===== config.mk =====
export PLATFORM = sky130hd
export DESIGN_NAME = adcop_port
export DESIGN_NICKNAME = d
export VERILOG_FILES = /design/src/common/adcop_pkg.sv /design/src/design/adcop_delay.sv /design/src/design/adcop_port.sv
export SDC_FILE = /design/constraint.sdc
export NUM_CORES = 1
export LEC_CHECK = 0
export ABC_AREA = 1
export BUFFER_PORTS_ARGS = -buffer_cell sky130_fd_sc_hd__buf_2
export CAP_MARGIN = 10
export CORE_MARGIN = 4
export CORE_UTILIZATION = 50
export CTS_BUF_LIST = sky130_fd_sc_hd__clkbuf_8
export DETAILED_ROUTE_END_ITERATION = 8
export PLACE_DENSITY = 0.7
export SYNTH_ARGS = -nofsm -noshare
export SYNTH_HDL_FRONTEND = slang
export SYNTH_SLANG_ARGS = --single-unit

===== constraint.sdc =====
create_clock -name CLK -period 1.66 [get_ports CLK]
set_clock_uncertainty 0.1 [all_clocks]
set_input_delay 0.332 -clock CLK [delete_from_list [all_inputs] [get_ports CLK]]
set_output_delay 0.332 -clock CLK [all_outputs]
set_load 0.02 [all_outputs]

===== src/common/adcop_pkg.sv =====
/*
  Constants for the converter output port: word width, pipeline latency,
  power-up invalid interval and code landmarks.
  Assumes a single 25 MHz system clock that stands in for the sample clock.
*/
package adcop_pkg;
  localparam int CODE_W = 10;
  localparam int MSB_POS = 9;
  localparam int PIPE_LAT = 7;
  localparam int INIT_CYC = 20;
  localparam int CNT_W = 5;
  localparam logic [CODE_W-1:0] CODE_ZERO = 10'h000;
  localparam logic [CODE_W-1:0] CODE_MID_LO = 10'h1FF;
  localparam logic [CODE_W-1:0] CODE_MID_HI = 10'h200;
  localparam logic [CODE_W-1:0] CODE_FULL = 10'h3FF;
  localparam logic [CNT_W-1:0] CNT_ZERO = 5'h00;
  localparam logic [CNT_W-1:0] CNT_ONE = 5'h01;
  // Core clock period; the device needs a rate above 1 MSPS
  localparam int CLK_PERIOD_NS = 40;
  localparam int MIN_RATE_KSPS = 1000;
endpackage


===== src/design/adcop_delay.sv =====
/*
  Fixed-length word delay line built from flip-flops.
  Assumes a synchronous active-high reset on the same clock.
*/
`timescale 1ns/1ps
`default_nettype none
module adcop_delay #(
  parameter int W = 10,
  parameter int N = 7
) (
  input wire logic clk,
  input wire logic rst,
  input wire logic [W-1:0] din,
  output logic [W-1:0] dout
);
  logic [W-1:0] stage_r [N];

  always_ff @(posedge clk) begin
    if (rst) begin
      stage_r[0] <= '0;
    end else begin
      stage_r[0] <= din;
    end
  end

  genvar g;
  generate
    for (g = 1; g < N; g++) begin : g_stage
      always_ff @(posedge clk) begin
        if (rst) begin
          stage_r[g] <= '0;
        end else begin
          stage_r[g] <= stage_r[g-1];
        end
      end
    end
  endgenerate

  assign dout = stage_r[N-1];
endmodule
`default_nettype wire


===== src/design/adcop_port.sv =====
/*
  Digital output side of a 10-bit pipelined converter: takes a sample on
  each falling edge of the sample clock, delays it through the pipeline,
  formats it and drives the parallel output word with a valid qualifier.
  Assumes the capture logic runs on the same clock and the quantised input
  word SAMPLE_CODE is produced by the analog model on the same clock.
*/
`timescale 1ns/1ps
`default_nettype none
// Overview of operation
// - Falling clock edge samples the analog input.
// - Word appears seven cycles after its sample.
// - Afterwards one new word every clock.
// - Words invalid during first twenty clocks.
// - Format low gives offset binary, 0..1023.
// - Format high inverts MSB: two's complement.
// - Codes span 0 to 1023 offset binary.
// - Output word retimed through two latch stages.
module adcop_port #(
  parameter int LATENCY = adcop_pkg::PIPE_LAT,
  parameter int INIT_CYCLES = adcop_pkg::INIT_CYC
) (
  input wire logic CLK,
  input wire logic RST,
  input wire logic [adcop_pkg::CODE_W-1:0] SAMPLE_CODE,
  input wire logic OUTPUT_FORMAT_SELECT,
  output logic [adcop_pkg::CODE_W-1:0] OUTPUT_CODE_BITS,
  output logic OUTPUT_VALID
);
  import adcop_pkg::*;

  // Core stages and the two output latches together make up the full latency
  localparam int CORE_LAT = LATENCY - 2;
  localparam int WARM_CYC = (INIT_CYCLES > LATENCY) ? INIT_CYCLES : LATENCY;

  logic [CODE_W-1:0] sample_r;
  logic [CODE_W-1:0] core_out;
  logic [CODE_W-1:0] hold_r;
  logic [CODE_W-1:0] word_r;
  logic fmt_s1_r, fmt_s2_r, fmt_s3_r, fmt_r;
  logic [CNT_W-1:0] warm_r;
  logic [CNT_W-1:0] warm_nxt;
  logic valid_r;
  logic [LATENCY-1:0] vpipe_r;

  function automatic logic [CODE_W-1:0] fmt_code(input logic [CODE_W-1:0] ob, input logic twos);
    logic [CODE_W-1:0] res;
    res = ob;
    if (twos) begin
      res[MSB_POS] = ~ob[MSB_POS];
    end
    return res;
  endfunction

  // Sample taken on the falling edge, as the device does
  always_ff @(negedge CLK) begin
    if (RST) begin
      sample_r <= CODE_ZERO;
    end else begin
      sample_r <= SAMPLE_CODE;
    end
  end

  adcop_delay #(
    .W(CODE_W),
    .N(CORE_LAT)
  ) u_core (
    .clk(CLK),
    .rst(RST),
    .din(sample_r),
    .dout(core_out)
  );

  // Format pin is static but asynchronous: three stages, change once 2 and 3 agree
  always_ff @(posedge CLK) begin
    if (RST) begin
      fmt_s1_r <= 1'b0;
      fmt_s2_r <= 1'b0;
      fmt_s3_r <= 1'b0;
      fmt_r <= 1'b0;
    end else begin
      fmt_s1_r <= OUTPUT_FORMAT_SELECT;
      fmt_s2_r <= fmt_s1_r;
      fmt_s3_r <= fmt_s2_r;
      if (fmt_s2_r == fmt_s3_r) begin
        fmt_r <= fmt_s3_r;
      end
    end
  end

  // Double buffered output latching
  always_ff @(posedge CLK) begin
    if (RST) begin
      hold_r <= CODE_ZERO;
      word_r <= CODE_ZERO;
    end else begin
      hold_r <= core_out;
      word_r <= fmt_code(hold_r, fmt_r);
    end
  end

  assign OUTPUT_CODE_BITS = word_r;

  // Power-up interval counter; valid also waits for the pipeline to fill
  // Terminal count of the warm-up counter; the counter parks there, so it
  // never wraps and valid cannot drop again without a reset
  function automatic logic [CNT_W-1:0] warm_max();
    return CNT_W'(WARM_CYC);
  endfunction

  always_comb begin
    warm_nxt = warm_r;
    if (warm_r != warm_max()) begin
      warm_nxt = warm_r + CNT_ONE;
    end
  end

  always_ff @(posedge CLK) begin
    if (RST) begin
      warm_r <= CNT_ZERO;
    end else begin
      warm_r <= warm_nxt;
    end
  end

  // Fill marker: bit k is set once k+1 rising edges have passed since reset
  always_ff @(posedge CLK) begin
    if (RST) begin
      vpipe_r <= '0;
    end else begin
      vpipe_r <= {vpipe_r[LATENCY-2:0], 1'b1};
    end
  end

  always_ff @(posedge CLK) begin
    if (RST) begin
      valid_r <= 1'b0;
    end else begin
      valid_r <= (warm_nxt == warm_max()) && vpipe_r[LATENCY-2];
    end
  end

  assign OUTPUT_VALID = valid_r;

  // Assertions
  a_fmt_msb_only: assert property (@(posedge CLK) disable iff (RST)
    1'b1 |=> OUTPUT_CODE_BITS[MSB_POS-1:0] == $past(hold_r[MSB_POS-1:0]))
    else $error("Output low bits differ from latched word");

  a_twos_msb: assert property (@(posedge CLK) disable iff (RST)
    fmt_r |=> OUTPUT_CODE_BITS[MSB_POS] == ~$past(hold_r[MSB_POS]))
    else $error("Format select high did not invert MSB");

  a_ob_msb_keep: assert property (@(posedge CLK) disable iff (RST)
    !fmt_r |=> OUTPUT_CODE_BITS[MSB_POS] == $past(hold_r[MSB_POS]))
    else $error("Format select low changed the MSB");

  // Low bits do not depend on the format, so this holds across a format change
  a_pipe_latency: assert property (@(posedge CLK) disable iff (RST)
    vpipe_r[LATENCY-1] |-> OUTPUT_CODE_BITS[MSB_POS-1:0] == $past(sample_r[MSB_POS-1:0], LATENCY))
    else $error("Word did not appear one pipeline latency after its sample");

  a_word_follows: assert property (@(posedge CLK) disable iff (RST)
    (!fmt_r && $past(fmt_r) == 1'b0 && $past(fmt_r, 2) == 1'b0 && vpipe_r[LATENCY-1])
    |-> OUTPUT_CODE_BITS == $past(core_out, 2))
    else $error("Output word not from two cycles earlier");

  a_valid_low_init: assert property (@(posedge CLK) disable iff (RST)
    (warm_r < CNT_W'(INIT_CYCLES - 1)) |-> !OUTPUT_VALID)
    else $error("Valid asserted during power-up interval");

  a_valid_stays: assert property (@(posedge CLK) disable iff (RST)
    OUTPUT_VALID |=> OUTPUT_VALID)
    else $error("Valid dropped after being raised");

  a_valid_rises: assert property (@(posedge CLK) disable iff (RST)
    (warm_r == CNT_W'(WARM_CYC - 1)) |=> OUTPUT_VALID)
    else $error("Valid not raised after warm-up");

  a_hold_stage: assert property (@(posedge CLK) disable iff (RST)
    1'b1 |=> hold_r == $past(core_out))
    else $error("First output latch did not capture core word");

  // First latch holds the sample one edge before it reaches the pins
  a_latch_pair: assert property (@(posedge CLK) disable iff (RST)
    vpipe_r[LATENCY-2] |-> hold_r == $past(sample_r, LATENCY - 1))
    else $error("Core stages did not carry the sample to the first latch");

  // Sample flop runs on the falling edge, half a cycle ahead of the core
  a_sample_take: assert property (@(negedge CLK) disable iff (RST)
    1'b1 |=> sample_r == $past(SAMPLE_CODE))
    else $error("Falling edge did not take the input word");

  a_valid_after_warm: assert property (@(posedge CLK) disable iff (RST)
    OUTPUT_VALID |-> warm_r == CNT_W'(WARM_CYC))
    else $error("Valid raised before the warm-up count ended");

  a_valid_reset: assert property (@(posedge CLK)
    RST |=> !OUTPUT_VALID)
    else $error("Valid not cleared by reset");

  // A half-settled pin must never reach the output format
  a_fmt_agree: assert property (@(posedge CLK) disable iff (RST)
    (fmt_s2_r != fmt_s3_r) |=> $stable(fmt_r))
    else $error("Format changed before the synchroniser agreed");
endmodule
`default_nettype wire


After elaboration in Yosys (flattened, before gate mapping)
Memories as Yosys holds them, arrays and structs flattened. A register that Yosys moved wholly into a read port is not among the register bits.
Cells that the tools add are included.
{"block": "classes", "eq_ne": 3, "bitwise_logic": 6, "n_mux": 11, "n_reduce_logical": 1, "n_addsub": 1}
{"operator": "$mux 10", "n": 5}
{"operator": "$add 5x1->5 const B", "n": 1}
{"operator": "$eq 5x5->1 const B", "n": 1}
{"operator": "$mux 1", "n": 5}
{"operator": "$mux 5", "n": 1}
{"operator": "$ne 5x5->1 const B", "n": 1}
{"operator": "$or 1x1->1", "n": 5}
{"operator": "$eq 1x1->1", "n": 1}
{"operator": "$logic_and 1x1->1", "n": 1}
{"operator": "$not 1->1", "n": 1}
{"block": "totals", "word_cells": 33, "register_bits": 36, "memories": 1, "out_inout_bits": 11, "ramBits": 50}
{"memory": "u_core.stage_r", "words": 5, "width": 10, "rd": 5, "rd_ports_with_merged_regs": 1, "write_ports": 5, "line_no": "adcop_delay.sv:16", "rtl": "logic [W-1:0] stage_r [N];"}

Logic depth before layout (Yosys ltp)
{"block": "depth", "ltp_word": 4, "ltp_mapped": 9, "depth_no_buf": 9}

Modules after synthesis
A second synthesis with hierarchy kept.
{"block": "unflattened", "cells_unflattened": 322, "area_unflattened_um2": 2869.0}
{"mod": "adcop_delay", "area_per_inst_um2": 1443.9, "n_inst": 1, "cells_each": 156}
{"mod": "adcop_port", "area_per_inst_um2": 1425.1, "n_inst": 1, "cells_each": 166}

==> run_results.csv <==
group,metric,value,unit
status,status,"finished, final reports clean",
placement,numPortBuffers,23,
logic_synthesis,synth_common_cells,"dfxtp_1, inv_1, nor2_1",
routing,ant_nets,0,
sta,setup_viol,0,
clock_tree,cts_buffer_depth,2,
floorplanning,rows,27,
routing,drtIter0Drc,81,
cells_and_area,areaGrowthSynthToFinish,13.7,%
logic_synthesis,synth.top_cell.area_share,67.5,%
setup_path,worstSetupPathType,"flip-flop to flip-flop",
logic_synthesis,synth.ff_latch_count,96,
logic_synthesis,synth.avg_cell_area,8.79,µm²
worst_hold_path,hp-class,"input port to flip-flop",
setup_path,path_max_fanout,1,
logic_synthesis,synth-xor-area-share,0.308,%
logic_synthesis,synth_area,2850,µm²
placement,dpl.hpwl,2000,µm
logic_synthesis,synth-compound-area-share,0.835,%
floorplanning,fp.dieH,83.5,µm
logic_synthesis,synth_top_family_by_area,"simple AND/OR/NAND/NOR gates",
sta,rsz0062_at_grt,"false",
power_and_ir_drop,peakVddDrop,0.823,mV
clock_tree,numCtsBuffers,9,
routing,wl_per_cell,7.25,µm
floorplanning,die_w,83.5,µm
clock_tree,htreeDepth,3,
logic_synthesis,async_flop_share,0,%
sta,slew_headroom,65.2,%
setup_path,critPathBufInv,1,
run,maxCapViolCount,0,
cells_and_area,antenna_cells,0,
sta,tightest_slew,0.523,ns
sta,finalHoldViolCount,0,
placement,placed_area,3020,µm²
cells_and_area,layout-drive-gt1-share,12.1,%
global_routing,grt_pass1_wl,5680,µm
logic_synthesis,ys_seq_area_share,67.5,%
routing,drt-pass1-iter-count,3,
sta,drv_slew,0,
floorplanning,start_util,51.7,%
clock_tree,cts-root-buf,"clkbuf_8",
clock_tree,cts.clk_slew.worst_paths,0.08,ns
setup_path,worstSetupStartpointType,"flip-flop",
global_routing,grt_use_total,10.4,%
logic_synthesis,synth_top_area_cell,"dfxtp_1",
routing,vias,1700,
routing,drc,0,
cells_and_area,fill_cells,477,
setup_path,slowest_stage,"dfxtp_1",
floorplanning,coreArea,5510,µm²
global_routing,grt_pass1_vias,1505,
logic_synthesis,synth.area.top_cells,"dfxtp_1, inv_1, nor2_1, buf_2, nand2_1",
global_routing,grt_overflow,0,
routing,routed_wl,3160,µm
setup_path,crit_chain,"inv_1, nor2_1",
cells_and_area,postLayoutCellArea,3240,µm²
logic_synthesis,synth_fp_nets,339,
logic_synthesis,synth_edf_count,0,
logic_synthesis,syn_inst,324,
power_and_ir_drop,p_leak,1.49,nW
setup_path,worst_setup_path_end_kind,"flip-flop",
setup_path,required,1.79,ns
clock_tree,cts_resized,0,
logic_synthesis,synth_cell_type_count,17,
routing,via_per_inst,3.90,
logic_synthesis,synthMuxAreaShare,0,%
setup_path,worstPathArrival,1.57,ns
logic_synthesis,synthSimpleGateAreaFrac,16.0,%
floorplanning,io_pins,24,
placement,gp_congestion,0.651,
power_and_ir_drop,finalPower,3.95,mW
power_and_ir_drop,p_per_area,1220,nW/µm²
logic_synthesis,synth_flop_cell,"dfxtp_1",
clock_tree,cts_tree,"yes",
global_routing,grt_start_max_net_pins,58,
clock_tree,holdBufCountCts,0,
clock_tree,worstSkewPairLatency,0.38,ns
cells_and_area,fin_nets,374,
setup_path,max_stage_delay,0.28,ns
setup_path,crit_family,"flip-flops",
clock_tree,cts_sinks,96,
floorplanning,dieArea,6970,µm²
clock_tree,post_cts.repair.setup_buffers,0,
logic_synthesis,synth_adder_area_share,0.879,%
logic_synthesis,yosysWarnings,0,
global_routing,antenna_found_initial,0,
power breakdown:
part | switching (mW) | total, mW | internal [mW] | leakage, nW
Sequential | 0.0180 | 2.37 | 2.36 | 0.781
Clock | 0.755 | 1.46 | 0.709 | 0.149
Combinational | 0.0719 | 0.111 | 0.0388 | 0.561
Total | 0.844 | 3.95 | 3.10 | 1.49
kinds of logic after synthesis:
group	count (synthesis)
fa+ha+maj	2
xor+xnor	1
buf+inv	107
flops	96
compound gates	4
simple gates	114
routing by layer:
layer  GRT usage [%]  share of wire [%]  up-vias
li1                -                  -      953
met1            9.51                 44      703
met2            17.9                 47       33
met3            4.84                6.8       11
met4            7.31                2.6        0
met5               0                  0        -
final timing paths:
| path | start | endpoint | slack (ns) | cells after the start |
|---|---|---|---|---|
| hold / removal | OUTPUT_FORMAT_SELECT | fmt_s1_r | 0.09 | 3 |
| setup / recovery | sample_r[4] | u_core.stage_r[0][4] | 0.21 | 2 |
| setup reg to reg | sample_r[4] | u_core.stage_r[0][4] | 0.21 | 2 |
| hold reg to reg | u_core.stage_r[0][8] | u_core.stage_r[1][8] | 0.30 | 2 |
per-stage QoR:
stage / setup slack [ns] / utilization (%) / std cells / hold slack (ns) / setup TNS (ns)
floorplan: 0.0212 / - / 324 / 0.288 / 0
global placement: -0.0316 / 54.8 / 411 / 0.289 / -0.808
detailed placement: -0.0745 / 54.8 / 411 / 0.292 / -1.66
CTS: 0.215 / 58.8 / 436 / 0.0668 / 0
global route: 0.182 / 58.8 / 436 / 0.0970 / 0
finish: 0.214 / 58.8 / 436 / 0.0871 / 0
cell usage in the layout (no fill, tap or decap):
cell,count
nand3_2,2
inv_6,1
clkinv_1,1
nand2_1,12
clkinvlp_2,2
a21oi_2,1
o21ai_0,1
buf_4,2
nor2_1,95
xnor2_1,1
clkbuf_8,9
dfxtp_1,96
bufinv_16,1
nor2_2,1
inv_2,1
nand2_4,1
inv_1,107
nand3_1,2
nand4_1,1
a21oi_1,2
ha_1,2
buf_2,23
flip-flops by register name (all words and copies together), names as in the netlist:
register / count
fmt_r: 1
vpipe_r: 6
warm_r: 5
sample_r: 10
OUTPUT_VALID: 1
fmt_s1_r: 1
hold_r: 10
OUTPUT_CODE_BITS: 10
fmt_s3_r: 1
u_core.stage_r: 50
fmt_s2_r: 1
worst min-delay path, stage by stage:
cell    delay, ns
buf_2        0.09
inv_1        0.04
nor2_1       0.03
area by class of cell:
| cell class | count | area, µm² | share of cell area [%] |
|---|---|---|---|
| repair buffers | 25 | 130 | 4.02 |
| multi-input cells | 121 | 513 | 15.8 |
| flip-flops and latches | 96 | 1920 | 59.4 |
| inverters | 96 | 360 | 11.1 |
| clock buffers | 9 | 124 | 3.83 |
| clock inverters | 17 | 97.6 | 3.02 |
| well taps | 72 | 90.1 | 2.78 |
(Power assumes the default switching activity.)
